**src/flrc_pkg.sv**
```systemverilog
package flrc_pkg;
  // record geometry
  localparam int unsigned REC_LEN     = 147;
  localparam int unsigned PAGE_BASE   = 27;
  localparam int unsigned PAGE_LEN    = 20;
  localparam int unsigned NUM_PAGES   = 6;
  // header byte positions (16-bit fields: upper byte, lower byte is the next one; time runs LSB first)
  localparam int unsigned B_CODE      = 0;
  localparam int unsigned B_TIME      = 1;
  localparam int unsigned B_PK_ICHAN  = 13;
  localparam int unsigned B_PK_VIN    = 15;
  localparam int unsigned B_TEXT      = 17;
  localparam int unsigned B_TINT      = 21;
  localparam int unsigned B_PK_TEXT   = 23;
  // byte offsets within one event page
  localparam int unsigned P_VOUT      = 0;
  localparam int unsigned P_IOUT      = 4;
  localparam int unsigned P_ICHAN     = 6;
  localparam int unsigned P_VIN       = 8;
  localparam int unsigned P_IIN       = 10;
  localparam int unsigned P_SVOUT     = 12;
  // multiplexer steps; the pass ends at LAST_STEP
  localparam logic [4:0] LAST_STEP    = 5'h19;
  localparam logic [4:0] S_VOUT       = 5'h00;
  localparam logic [4:0] S_IOUT       = 5'h02;
  localparam logic [4:0] S_ICHAN      = 5'h04;
  localparam logic [4:0] S_VIN        = 5'h06;
  localparam logic [4:0] S_IIN        = 5'h08;
  localparam logic [4:0] S_SVOUT      = 5'h0A;
  localparam logic [4:0] S_TEXT       = 5'h0C;
  localparam logic [4:0] S_TINT       = 5'h0E;
  // log source codes
  localparam logic [7:0] SRC_FORCED   = 8'hFF;
  localparam logic [7:0] SRC_TON      = 8'h00;
  localparam logic [7:0] SRC_VOUT_OV  = 8'h01;
  localparam logic [7:0] SRC_VOUT_UV  = 8'h02;
  localparam logic [7:0] SRC_IOUT_OC  = 8'h03;
  localparam logic [7:0] SRC_OT       = 8'h05;
  localparam logic [7:0] SRC_UT       = 8'h06;
  localparam logic [7:0] SRC_VIN_OV   = 8'h07;
  localparam logic [7:0] SRC_T2_OT    = 8'h0A;
  // time counter tick and read length bytes
  localparam int unsigned CLK_NS      = 50;
  localparam int unsigned TICK_NS     = 200000;
  localparam int unsigned TICK_CYC    = TICK_NS / CLK_NS;
  localparam logic [7:0] EMPTY_LEN    = 8'h00;
  localparam logic [7:0] FULL_LEN     = 8'h93;
  // capture sequencer
  typedef enum logic [3:0] {
    ST_IDLE = 4'b0001,
    ST_PASS = 4'b0010,
    ST_SAVE = 4'b0100,
    ST_READ = 4'b1000
  } flrc_state_t;
endpackage

```
**src/flrc_buf.sv**
```systemverilog
module flrc_buf #(
  parameter int W = 10
) (
  // clock and reset
  input  wire logic         clock,
  input  wire logic         rst,
  // fill side
  input  wire logic         in_valid,
  output logic              in_ready,
  input  wire logic [W-1:0] in_data,
  // drain side
  output logic              out_valid,
  input  wire logic         out_ready,
  output logic [W-1:0]      out_data
);
  logic         head_v_q;
  logic [W-1:0] head_q;
  logic         tail_v_q;
  logic [W-1:0] tail_q;
  logic         pop;
  logic         push;

  // head register drives the output directly, tail absorbs a stall
  assign in_ready  = !tail_v_q;
  assign push      = in_valid && in_ready;
  assign pop       = head_v_q && out_ready;
  assign out_valid = head_v_q;
  assign out_data  = head_q;

  always_ff @(posedge clock)
  begin
    if (rst)
    begin
      head_v_q <= 1'b0;
      tail_v_q <= 1'b0;
      head_q   <= '0;
      tail_q   <= '0;
    end
    else
    begin
      if (pop || !head_v_q)
      begin
        // refill head from tail first so order is kept
        if (tail_v_q)
        begin
          head_q   <= tail_q;
          head_v_q <= 1'b1;
          tail_v_q <= push;
          tail_q   <= in_data;
        end
        else
        begin
          head_q   <= in_data;
          head_v_q <= push;
        end
      end
      else if (push)
      begin
        tail_q   <= in_data;
        tail_v_q <= 1'b1;
      end
    end
  end
endmodule

```
**src/flrc_top.sv**
```systemverilog
// Function
// - peak channel input current at bytes 13-14
// - peak input voltage at bytes 15-16
// - last-event external temperature at bytes 17-18
// - last-event die temperature at bytes 21-22
// - peak external temperature at bytes 23-24
// - newest page is one full multiplexer pass
// - finish pass through step 25 first
// - then write header and six pages
// - newest page at byte 27, fixed layout
// - read returns length 147 then 147 bytes, or length zero
// - byte 0 holds the log source code
// - bytes 1-6 hold 200us time, LSB first
module flrc_top #(
  parameter int NP = flrc_pkg::NUM_PAGES
) (
  // clock and reset
  input  wire logic       clock,
  input  wire logic       rst,
  // adc results
  input  wire logic       adc_valid,
  input  wire logic [4:0] adc_step,
  input  wire logic [15:0] adc_value,
  // events and commands
  input  wire logic       fault_pulse,
  input  wire logic [7:0] fault_code,
  input  wire logic       forced_record_store_command,
  input  wire logic       peak_clear_command,
  input  wire logic       record_clear,
  input  wire logic       fault_record_read_command,
  // record byte stream
  output logic            rec_valid,
  input  wire logic       rec_ready,
  output logic [7:0]      rec_data,
  output logic            rec_last,
  output logic            rec_to_store,
  // status
  output logic            busy_q,
  output logic            log_present_q
);
  flrc_pkg::flrc_state_t state_q;
  logic [7:0]  code_q;
  logic [47:0] time_q;
  logic [47:0] snap_time_q;
  logic [11:0] tick_q;
  logic [15:0] pk_ichan_q, pk_vin_q, pk_text_q;
  logic [15:0] h_pk_ichan_q, h_pk_vin_q, h_pk_text_q, h_text_q, h_tint_q;
  logic [15:0] c_vout_q, c_iout_q, c_ichan_q, c_vin_q, c_iin_q, c_text_q, c_tint_q;
  logic [7:0]  c_svout_q;
  logic [15:0] p_vout_q [NP];
  logic [15:0] p_iout_q [NP];
  logic [15:0] p_ichan_q [NP];
  logic [15:0] p_vin_q [NP];
  logic [15:0] p_iin_q [NP];
  logic [7:0]  p_svout_q [NP];
  logic [7:0]  idx_q;
  logic [7:0]  byte_d;
  logic [7:0]  send_d;
  logic        send_last;
  logic        buf_ready;
  logic        emit;
  logic        pass_end;
  logic        new_fault;
  logic        freeze;
  logic        len_slot;
  logic        len_sent_q;

  // linear-11 value scaled to a common integer so peaks compare correctly
  function automatic logic signed [47:0] lin11_val(input logic [15:0] x);
    logic signed [47:0] m;
    logic signed [5:0]  e;
    m = 48'(signed'(x[10:0]));
    e = 6'(signed'(x[15:11])) + 6'sd16;
    lin11_val = m <<< e;
  endfunction

  // upper byte of a field at the lower position
  function automatic logic [7:0] pick(input logic [15:0] v, input logic lo);
    pick = lo ? v[7:0] : v[15:8];
  endfunction

  assign pass_end  = adc_valid && (adc_step == flrc_pkg::LAST_STEP);
  assign new_fault = (fault_pulse && !log_present_q) || forced_record_store_command;
  assign emit      = buf_ready && (state_q == flrc_pkg::ST_SAVE || state_q == flrc_pkg::ST_READ);
  assign freeze    = log_present_q && state_q != flrc_pkg::ST_PASS;
  assign len_slot  = state_q == flrc_pkg::ST_READ && log_present_q && !len_sent_q;

  // free-running time since reset, one count per 200us
  always_ff @(posedge clock)
  begin
    if (rst)
    begin
      tick_q <= '0;
      time_q <= '0;
    end
    else if (tick_q == 12'(flrc_pkg::TICK_CYC - 1))
    begin
      tick_q <= '0;
      time_q <= time_q + 48'h1;
    end
    else
    begin
      tick_q <= tick_q + 12'h1;
    end
  end

  // peaks since the last clear; a sample in the clear cycle is dropped
  always_ff @(posedge clock)
  begin
    if (rst || peak_clear_command)
    begin
      pk_ichan_q <= 16'h8000;
      pk_vin_q   <= 16'h8000;
      pk_text_q  <= 16'h8000;
    end
    else if (adc_valid)
    begin
      if (adc_step == flrc_pkg::S_ICHAN && lin11_val(adc_value) > lin11_val(pk_ichan_q))
        pk_ichan_q <= adc_value;
      if (adc_step == flrc_pkg::S_VIN && lin11_val(adc_value) > lin11_val(pk_vin_q))
        pk_vin_q <= adc_value;
      if (adc_step == flrc_pkg::S_TEXT && lin11_val(adc_value) > lin11_val(pk_text_q))
        pk_text_q <= adc_value;
    end
  end

  // readings of the pass in progress
  always_ff @(posedge clock)
  begin
    if (rst)
    begin
      {c_vout_q, c_iout_q, c_ichan_q, c_vin_q, c_iin_q} <= '0;
      {c_text_q, c_tint_q, c_svout_q} <= '0;
    end
    else if (adc_valid)
    begin
      case (adc_step)
        flrc_pkg::S_VOUT:  c_vout_q  <= adc_value;
        flrc_pkg::S_IOUT:  c_iout_q  <= adc_value;
        flrc_pkg::S_ICHAN: c_ichan_q <= adc_value;
        flrc_pkg::S_VIN:   c_vin_q   <= adc_value;
        flrc_pkg::S_IIN:   c_iin_q   <= adc_value;
        flrc_pkg::S_SVOUT: c_svout_q <= adc_value[7:0];
        flrc_pkg::S_TEXT:  c_text_q  <= adc_value;
        flrc_pkg::S_TINT:  c_tint_q  <= adc_value;
        default:           c_vout_q  <= c_vout_q;
      endcase
    end
  end

  // page history shifts at each pass end; frozen while a log is held, except in ST_PASS
  always_ff @(posedge clock)
  begin
    if (rst)
    begin
      for (int i = 0; i < NP; i++)
      begin
        p_vout_q[i]  <= '0;
        p_iout_q[i]  <= '0;
        p_ichan_q[i] <= '0;
        p_vin_q[i]   <= '0;
        p_iin_q[i]   <= '0;
        p_svout_q[i] <= '0;
      end
    end
    else if (pass_end && !freeze)
    begin
      for (int i = NP - 1; i > 0; i--)
      begin
        p_vout_q[i]  <= p_vout_q[i-1];
        p_iout_q[i]  <= p_iout_q[i-1];
        p_ichan_q[i] <= p_ichan_q[i-1];
        p_vin_q[i]   <= p_vin_q[i-1];
        p_iin_q[i]   <= p_iin_q[i-1];
        p_svout_q[i] <= p_svout_q[i-1];
      end
      // step 25 itself is not kept: the page takes the values held from earlier steps
      p_vout_q[0]  <= c_vout_q;
      p_iout_q[0]  <= c_iout_q;
      p_ichan_q[0] <= c_ichan_q;
      p_vin_q[0]   <= c_vin_q;
      p_iin_q[0]   <= c_iin_q;
      p_svout_q[0] <= c_svout_q;
    end
  end

  // header snapshot: code and time at the fault, readings when the pass completes
  always_ff @(posedge clock)
  begin
    if (rst)
    begin
      code_q <= '0;
      snap_time_q <= '0;
      {h_pk_ichan_q, h_pk_vin_q, h_pk_text_q, h_text_q, h_tint_q} <= '0;
    end
    else if (state_q == flrc_pkg::ST_IDLE && new_fault)
    begin
      code_q <= forced_record_store_command ? flrc_pkg::SRC_FORCED : fault_code;
      snap_time_q <= time_q;
    end
    else if (state_q == flrc_pkg::ST_PASS && pass_end)
    begin
      h_pk_ichan_q <= pk_ichan_q;
      h_pk_vin_q   <= pk_vin_q;
      h_text_q     <= c_text_q;
      h_tint_q     <= c_tint_q;
      h_pk_text_q  <= pk_text_q;
    end
  end

  // record byte at a given position
  always_comb
  begin
    int unsigned p;
    int unsigned o;
    p = 0;
    o = 0;
    byte_d = '0;
    if (idx_q < 8'(flrc_pkg::PAGE_BASE))
    begin
      case (idx_q)
        8'(flrc_pkg::B_CODE):         byte_d = code_q;
        8'(flrc_pkg::B_PK_ICHAN):     byte_d = pick(h_pk_ichan_q, 1'b0);
        8'(flrc_pkg::B_PK_ICHAN + 1): byte_d = pick(h_pk_ichan_q, 1'b1);
        8'(flrc_pkg::B_PK_VIN):       byte_d = pick(h_pk_vin_q, 1'b0);
        8'(flrc_pkg::B_PK_VIN + 1):   byte_d = pick(h_pk_vin_q, 1'b1);
        8'(flrc_pkg::B_TEXT):         byte_d = pick(h_text_q, 1'b0);
        8'(flrc_pkg::B_TEXT + 1):     byte_d = pick(h_text_q, 1'b1);
        8'(flrc_pkg::B_TINT):         byte_d = pick(h_tint_q, 1'b0);
        8'(flrc_pkg::B_TINT + 1):     byte_d = pick(h_tint_q, 1'b1);
        8'(flrc_pkg::B_PK_TEXT):      byte_d = pick(h_pk_text_q, 1'b0);
        8'(flrc_pkg::B_PK_TEXT + 1):  byte_d = pick(h_pk_text_q, 1'b1);
        default:
        begin
          if (idx_q >= 8'(flrc_pkg::B_TIME) && idx_q < 8'(flrc_pkg::B_TIME + 6))
            byte_d = snap_time_q[8*(idx_q - 8'(flrc_pkg::B_TIME)) +: 8];
        end
      endcase
    end
    else
    begin
      p = (int'(idx_q) - flrc_pkg::PAGE_BASE) / flrc_pkg::PAGE_LEN;
      o = (int'(idx_q) - flrc_pkg::PAGE_BASE) % flrc_pkg::PAGE_LEN;
      if (p < NP)
      begin
        case (o)
          flrc_pkg::P_VOUT, flrc_pkg::P_VOUT + 1:   byte_d = pick(p_vout_q[p], o[0]);
          flrc_pkg::P_IOUT, flrc_pkg::P_IOUT + 1:   byte_d = pick(p_iout_q[p], o[0]);
          flrc_pkg::P_ICHAN, flrc_pkg::P_ICHAN + 1: byte_d = pick(p_ichan_q[p], o[0]);
          flrc_pkg::P_VIN, flrc_pkg::P_VIN + 1:     byte_d = pick(p_vin_q[p], o[0]);
          flrc_pkg::P_IIN, flrc_pkg::P_IIN + 1:     byte_d = pick(p_iin_q[p], o[0]);
          flrc_pkg::P_SVOUT:                        byte_d = p_svout_q[p];
          default:                                  byte_d = '0;
        endcase
      end
    end
  end

  // a read leads with the block length; idx_q points one past the length
  always_comb
  begin
    send_d    = byte_d;
    send_last = (idx_q == 8'(flrc_pkg::REC_LEN - 1));
    if (state_q == flrc_pkg::ST_READ && !log_present_q)
    begin
      send_d    = flrc_pkg::EMPTY_LEN;
      send_last = 1'b1;
    end
  end

  // sequencer: wait out the pass, save, or answer a read
  always_ff @(posedge clock)
  begin
    if (rst)
    begin
      state_q <= flrc_pkg::ST_IDLE;
      idx_q   <= '0;
    end
    else
    begin
      case (state_q)
        flrc_pkg::ST_IDLE:
        begin
          idx_q <= '0;
          if (new_fault)
            state_q <= flrc_pkg::ST_PASS;
          else if (fault_record_read_command)
            state_q <= flrc_pkg::ST_READ;
        end
        flrc_pkg::ST_PASS:
        begin
          if (pass_end)
            state_q <= flrc_pkg::ST_SAVE;
        end
        flrc_pkg::ST_SAVE, flrc_pkg::ST_READ:
        begin
          // the length slot of a read leaves the record index on byte 0
          if (emit && !len_slot)
          begin
            idx_q <= idx_q + 8'h1;
            if (send_last)
              state_q <= flrc_pkg::ST_IDLE;
          end
        end
        default: state_q <= flrc_pkg::ST_IDLE;
      endcase
    end
  end

  // length byte is sent first after read entry: a read stream is length then record
  always_ff @(posedge clock)
  begin
    if (rst || state_q != flrc_pkg::ST_READ)
      len_sent_q <= 1'b0;
    else if (buf_ready)
      len_sent_q <= 1'b1;
  end

  // log presence; a completed save wins over a clear in the same cycle
  always_ff @(posedge clock)
  begin
    if (rst)
    begin
      log_present_q <= 1'b0;
      busy_q        <= 1'b0;
    end
    else
    begin
      busy_q <= (state_q != flrc_pkg::ST_IDLE) || new_fault;
      if (state_q == flrc_pkg::ST_SAVE && emit && send_last)
        log_present_q <= 1'b1;
      else if (record_clear)
        log_present_q <= 1'b0;
    end
  end

  logic       in_v;
  logic [9:0] in_w;
  logic [9:0] out_w;
  always_comb
  begin
    in_v = emit;
    in_w = {state_q == flrc_pkg::ST_SAVE, send_last, send_d};
    if (len_slot)
    begin
      in_w = {2'b00, flrc_pkg::FULL_LEN};
    end
  end

  // the sequencer only advances on accepted record bytes, so a length slot stalls it
  flrc_buf #(.W(10)) u_buf (
    .clock     (clock),
    .rst       (rst),
    .in_valid  (in_v),
    .in_ready  (buf_ready),
    .in_data   (in_w),
    .out_valid (rec_valid),
    .out_ready (rec_ready),
    .out_data  (out_w)
  );
  assign {rec_to_store, rec_last, rec_data} = out_w;
endmodule

```
**config.mk**
```make
export PLATFORM = sky130hd
export DESIGN_NAME = flrc_top
export DESIGN_NICKNAME = d
export VERILOG_FILES = /design/src/flrc_pkg.sv /design/src/flrc_buf.sv /design/src/flrc_top.sv
export SDC_FILE = /design/constraint.sdc
export NUM_CORES = 2
export LEC_CHECK = 0
export BUFFER_PORTS_ARGS = -buffer_cell sky130_fd_sc_hd__buf_2
export CORE_AREA = 3 3 348 350
export DETAILED_ROUTE_END_ITERATION = 7
export DIE_AREA = 0 0 351 353
export MAX_ROUTING_LAYER = met4
export PLACE_DENSITY_LB_ADDON = 0.15
export SLEW_MARGIN = 0
export SYNTH_ARGS = -nofsm -noshare
export SYNTH_HDL_FRONTEND = slang
export SYNTH_HIERARCHICAL = 1
export SYNTH_SLANG_ARGS = --single-unit
```
**constraint.sdc**
```tcl
create_clock -name clock -period 11.1 [get_ports clock]
set_input_delay 0.555 -clock clock [delete_from_list [all_inputs] [get_ports clock]]
set_output_delay 0.555 -clock clock [all_outputs]
set_load 0.02 [all_outputs]
```
==> reports/metrics.yaml <==
die:
  die_width_um: 351
  design.core.area_mm2: 0.118
  start_util_pct: 40.1
  floorplan.io_pins: 51
  die_area_mm2: 0.124
  fp.dieH_um: 353
  rows: 126
clock_tree:
  tritoncts_clock_tree: "done"
  clkTransAtPathRegs_ns: 0.06
  ctsRootBufferMaster: "sky130_fd_sc_hd__clkbuf_16"
  number_of_clock_sinks_seen_by_cts: 929
  post-cts-setup-buffer-count: 0
  cts_max_path_buffers: 3
  cts_max_level: 3
  clkLatencyLatePin_ns: 0.70
  hold_buffers: 0
  cts_resized: 0
  tritoncts.num_buffers: 103
yosys:
  yosys_warnings: 6
  synthesis.instances: 4844
  synth-seq-cells: 929
  synth_seq_area_share_pct: 50.5
  ys.flop_type: "sky130_fd_sc_hd__edfxtp_1"
  avgSynthCellArea_um2: 9.77
  fraction_of_registers_with_async_set_reset_pct: 0
  synth_top_family_by_area: "simple AND/OR/NAND/NOR gates"
  proportion_of_synthesized_area_in_mux_cells_pct: 6.08
  post_synthesis_share_of_cell_area_spent_on_xor_and_xnor_gates_pct: 1.27
  synthDistinctLibCells: 106
  yosys.area_share.adder_pct: 3.57
  post_synth_and_or_nand_nor_area_fraction_pct: 21.1
  synth_enable_flop_cells: 528
  syn_nets: 5017
  fraction_of_the_mapped_netlist_area_in_compound_gates_pct: 14.2
  post_synth_instance_area_mm2: 0.0473
sta:
  maxClockFrequency_mhz: 167
  unrepaired_setup_endpoints_after_global_routing: "no"
  min_period_over_period_pct: 53.8
  final_report_hold_violation_count: 0
  min_period_ns: 5.97
  slew-limit-headroom_pct: 19.6
  worstMarginPinSlew_ns: 1.20
  setup-tns-final_ns: 0
  worst_clock_skew_ns: 0.0623
  count_of_pins_over_their_slew_limit: 0
  finalSetupViolCount: 0
placement:
  gp_congestion: 0.897
  dp_hpwl_um: 95100
  io_buffer_count: 50
setup_path:
  worst_path_max_delay_cell: "sky130_fd_sc_hd__nand2_1"
  crit_fanout: 28
  worst_ep_arrival_time_ns: 6.51
  cpPeakStageDelay_ns: 0.86
  timing.critical_path.to_type: "flop"
  timing.critical_path.required_ns: 11.64
  start_kind: "flop"
  crit_chain: "ha_1 > o21a_1 > xnor2_1 > a211oi_1 > a2111oi_0 > or2_2 > nand2_1 > a2111oi_0 > a2111oi_2 > o21ai_0 > nand4_1 > o211a_1 > mux2i_1 > a211oi_1"
  critPathKind: "reg -> reg"
drt:
  routed_via_density: 5.66
  routedWlPerCell_um: 23.0
  routed_wl_um: 146000
  postRouteAntennaNets: 0
  firstDrtPassIters: 6
  drt_iter0_markers: 3574
  drc_errors: 0
  vias: 35837
power:
  p_clk_share_pct: 44.3
  share_seq_of_total_power_pct: 49.5
  switchingPower_uw: 1820
  totalPowerFinal_uw: 7610
  ir_drop_v: 0.000113
  switching_share_pct: 24.0
  power.density_cell_area_mw_per_mm2: 146
  leakage_uw: 0.0188
  power.internal_uw: 5790
  power.share.combinational_pct: 6.1
layout:
  layout_common_cells: "864 x sky130_fd_sc_hd__nand2_1, 557 x sky130_fd_sc_hd__and2_1, 528 x sky130_fd_sc_hd__edfxtp_1"
  nNetsFinal: 4885
  syn2layout_area_growth_pct: 9.92
  mostFrequentLayoutCell: "sky130_fd_sc_hd__nand2_1"
  final.fill_count: 11363
  post_route_cells_drive_above_1_share_pct: 8.07
global_routing:
  first_global_vias: 33753
  pin_count_of_the_biggest_net_entering_global_routing: 180
  grt.met3_usage_pct: 2.65
  globalRouteTotalUtil_pct: 23.7
  overflow: 0
  grt_first_pass_wirelength_um: 218000
  gr-usage-met1_pct: 32.5
  gr-usage-met2_pct: 36.8
  grt.busiest_layer: "met2"
  grt_antenna_before_repair: 2
run_status:
  run_status: "complete, no violations"
worst_hold_path:
  hp-class: "in -> reg"
job:
  max_cap_viol_count: 0
==> synth_stat cells, types with 8 or more instances <==
cell | instances | area, µm²
sky130_fd_sc_hd__nand2_1 | 866 | 3250
sky130_fd_sc_hd__and2_1 | 558 | 3490
sky130_fd_sc_hd__edfxtp_1 | 528 | 15900
sky130_fd_sc_hd__dfxtp_1 | 401 | 8030
sky130_fd_sc_hd__a21oi_1 | 387 | 1940
sky130_fd_sc_hd__clkbuf_1 | 282 | 1060
sky130_fd_sc_hd__nor2_1 | 229 | 860
sky130_fd_sc_hd__mux2i_1 | 183 | 1830
sky130_fd_sc_hd__o21ai_0 | 137 | 686
sky130_fd_sc_hd__ha_1 | 135 | 1690
sky130_fd_sc_hd__nand3_1 | 100 | 500
sky130_fd_sc_hd__nor3_1 | 76 | 380
sky130_fd_sc_hd__a22oi_1 | 66 | 495
sky130_fd_sc_hd__a21o_1 | 57 | 428
sky130_fd_sc_hd__nand4_1 | 52 | 325
sky130_fd_sc_hd__a221oi_1 | 43 | 377
sky130_fd_sc_hd__xor2_1 | 41 | 359
sky130_fd_sc_hd__a211oi_1 | 40 | 300
sky130_fd_sc_hd__and3_1 | 40 | 250
sky130_fd_sc_hd__nand2b_1 | 40 | 250
sky130_fd_sc_hd__o221ai_1 | 35 | 307
sky130_fd_sc_hd__inv_1 | 34 | 128
sky130_fd_sc_hd__mux4_2 | 34 | 766
sky130_fd_sc_hd__a31oi_1 | 31 | 194
sky130_fd_sc_hd__o22ai_1 | 30 | 188
sky130_fd_sc_hd__buf_2 | 28 | 140
sky130_fd_sc_hd__nor2b_1 | 27 | 169
sky130_fd_sc_hd__xnor2_1 | 26 | 228
sky130_fd_sc_hd__mux2_2 | 25 | 282
sky130_fd_sc_hd__o21a_1 | 25 | 188
sky130_fd_sc_hd__a21boi_0 | 21 | 158
sky130_fd_sc_hd__o211ai_1 | 19 | 143
sky130_fd_sc_hd__buf_1 | 17 | 63.8
sky130_fd_sc_hd__buf_4 | 12 | 90.1
sky130_fd_sc_hd__or3_1 | 11 | 68.8
sky130_fd_sc_hd__a2111oi_0 | 10 | 87.6
sky130_fd_sc_hd__and4_1 | 10 | 87.6
sky130_fd_sc_hd__nor4_1 | 10 | 62.6
sky130_fd_sc_hd__or2_2 | 10 | 62.6
sky130_fd_sc_hd__a22o_1 | 8 | 70.1
sky130_fd_sc_hd__a32oi_1 | 8 | 70.1
sky130_fd_sc_hd__clkinv_1 | 8 | 30.0
==> power by group through the flow <==
stage	combinational, µW	clock (µW)	sequential, µW
floorplan	302	0	3850
global placement	461	0	3840
detailed placement	463	0	3840
CTS	465	3450	3770
global route	509	3580	3780
finish	465	3380	3770
==> routing by layer <==
metal | up-vias | part of all wire (%)
met5 | - | 0
met4 | 0 | 3.1
met3 | 234 | 5.0
met2 | 1010 | 46
met1 | 17530 | 45
li1 | 17063 | -
==> through the flow <==
step	setup WS, ns	hold WS (ns)	cells	utilization (%)	instance area, µm²
2_1_floorplan	2.76	0.430	4844	-	47300
3_3_place_gp	5.26	0.436	6143	41.2	48700
3_5_place_dp	5.11	0.442	6143	41.2	48700
4_1_cts	5.12	0.101	6329	44.1	52000
5_1_grt	4.69	0.163	6331	44.1	52000
6_report	5.13	0.135	6331	44.1	52000
==> logic make-up after synthesis <==
logic type                 Yosys count
and+or+nand+nor                   2052
AOI/OAI and AO/OA                 1028
DFF                                929
buffers and inverters              390
muxes                              242
adders and majority gates          135
xor gates and xnor gates            68
==> state kept, by name, indices dropped and copies added, names as in the netlist, 48 cells and up <==
name,flops
p_vin_q,96
p_iin_q,96
time_q,48
p_iout_q,96
p_svout_q,48
p_ichan_q,96
p_vout_q,96
snap_time_q,48
==> area by class of cell <==
| class | count | area, µm² | area share [%] |
|---|---|---|---|
| Clock buffer | 149 | 2990 | 5.75 |
| Antenna cell | 2 | 5.00 | 0.00962 |
| Tap cell | 1536 | 1920 | 3.69 |
| Timing Repair Buffer | 110 | 761 | 1.46 |
| Clock inverter | 37 | 334 | 0.642 |
| Multi-Input combinational cell | 3525 | 22000 | 42.2 |
| Sequential cell | 929 | 23900 | 45.9 |
| Inverter | 43 | 161 | 0.310 |
==> critical path: cells and delay by family (launching register included) <==
kind / cells / cell delay (ns)
AO/OA/AOI/OAI: 8 / 2.49
multiplexers: 1 / 0.14
AND/OR/NAND/NOR: 3 / 1.76
XOR/XNOR: 1 / 0.18
flip-flops: 1 / 0.65
adder cells (fa/ha/maj): 1 / 0.56
==> path summary, 6_finish.rpt <==
kind | from | end | slack [ns] | cells after the start
max | idx_q[0] | u_buf/out_data[6] | 5.13 | 14
min reg2reg | c_text_q[3] | h_text_q[3] | 0.41 | 2
max reg2reg | idx_q[0] | u_buf/out_data[6] | 5.13 | 14
min | fault_code[7] | code_q[7] | 0.14 | 3
(Power assumes the default switching activity.)
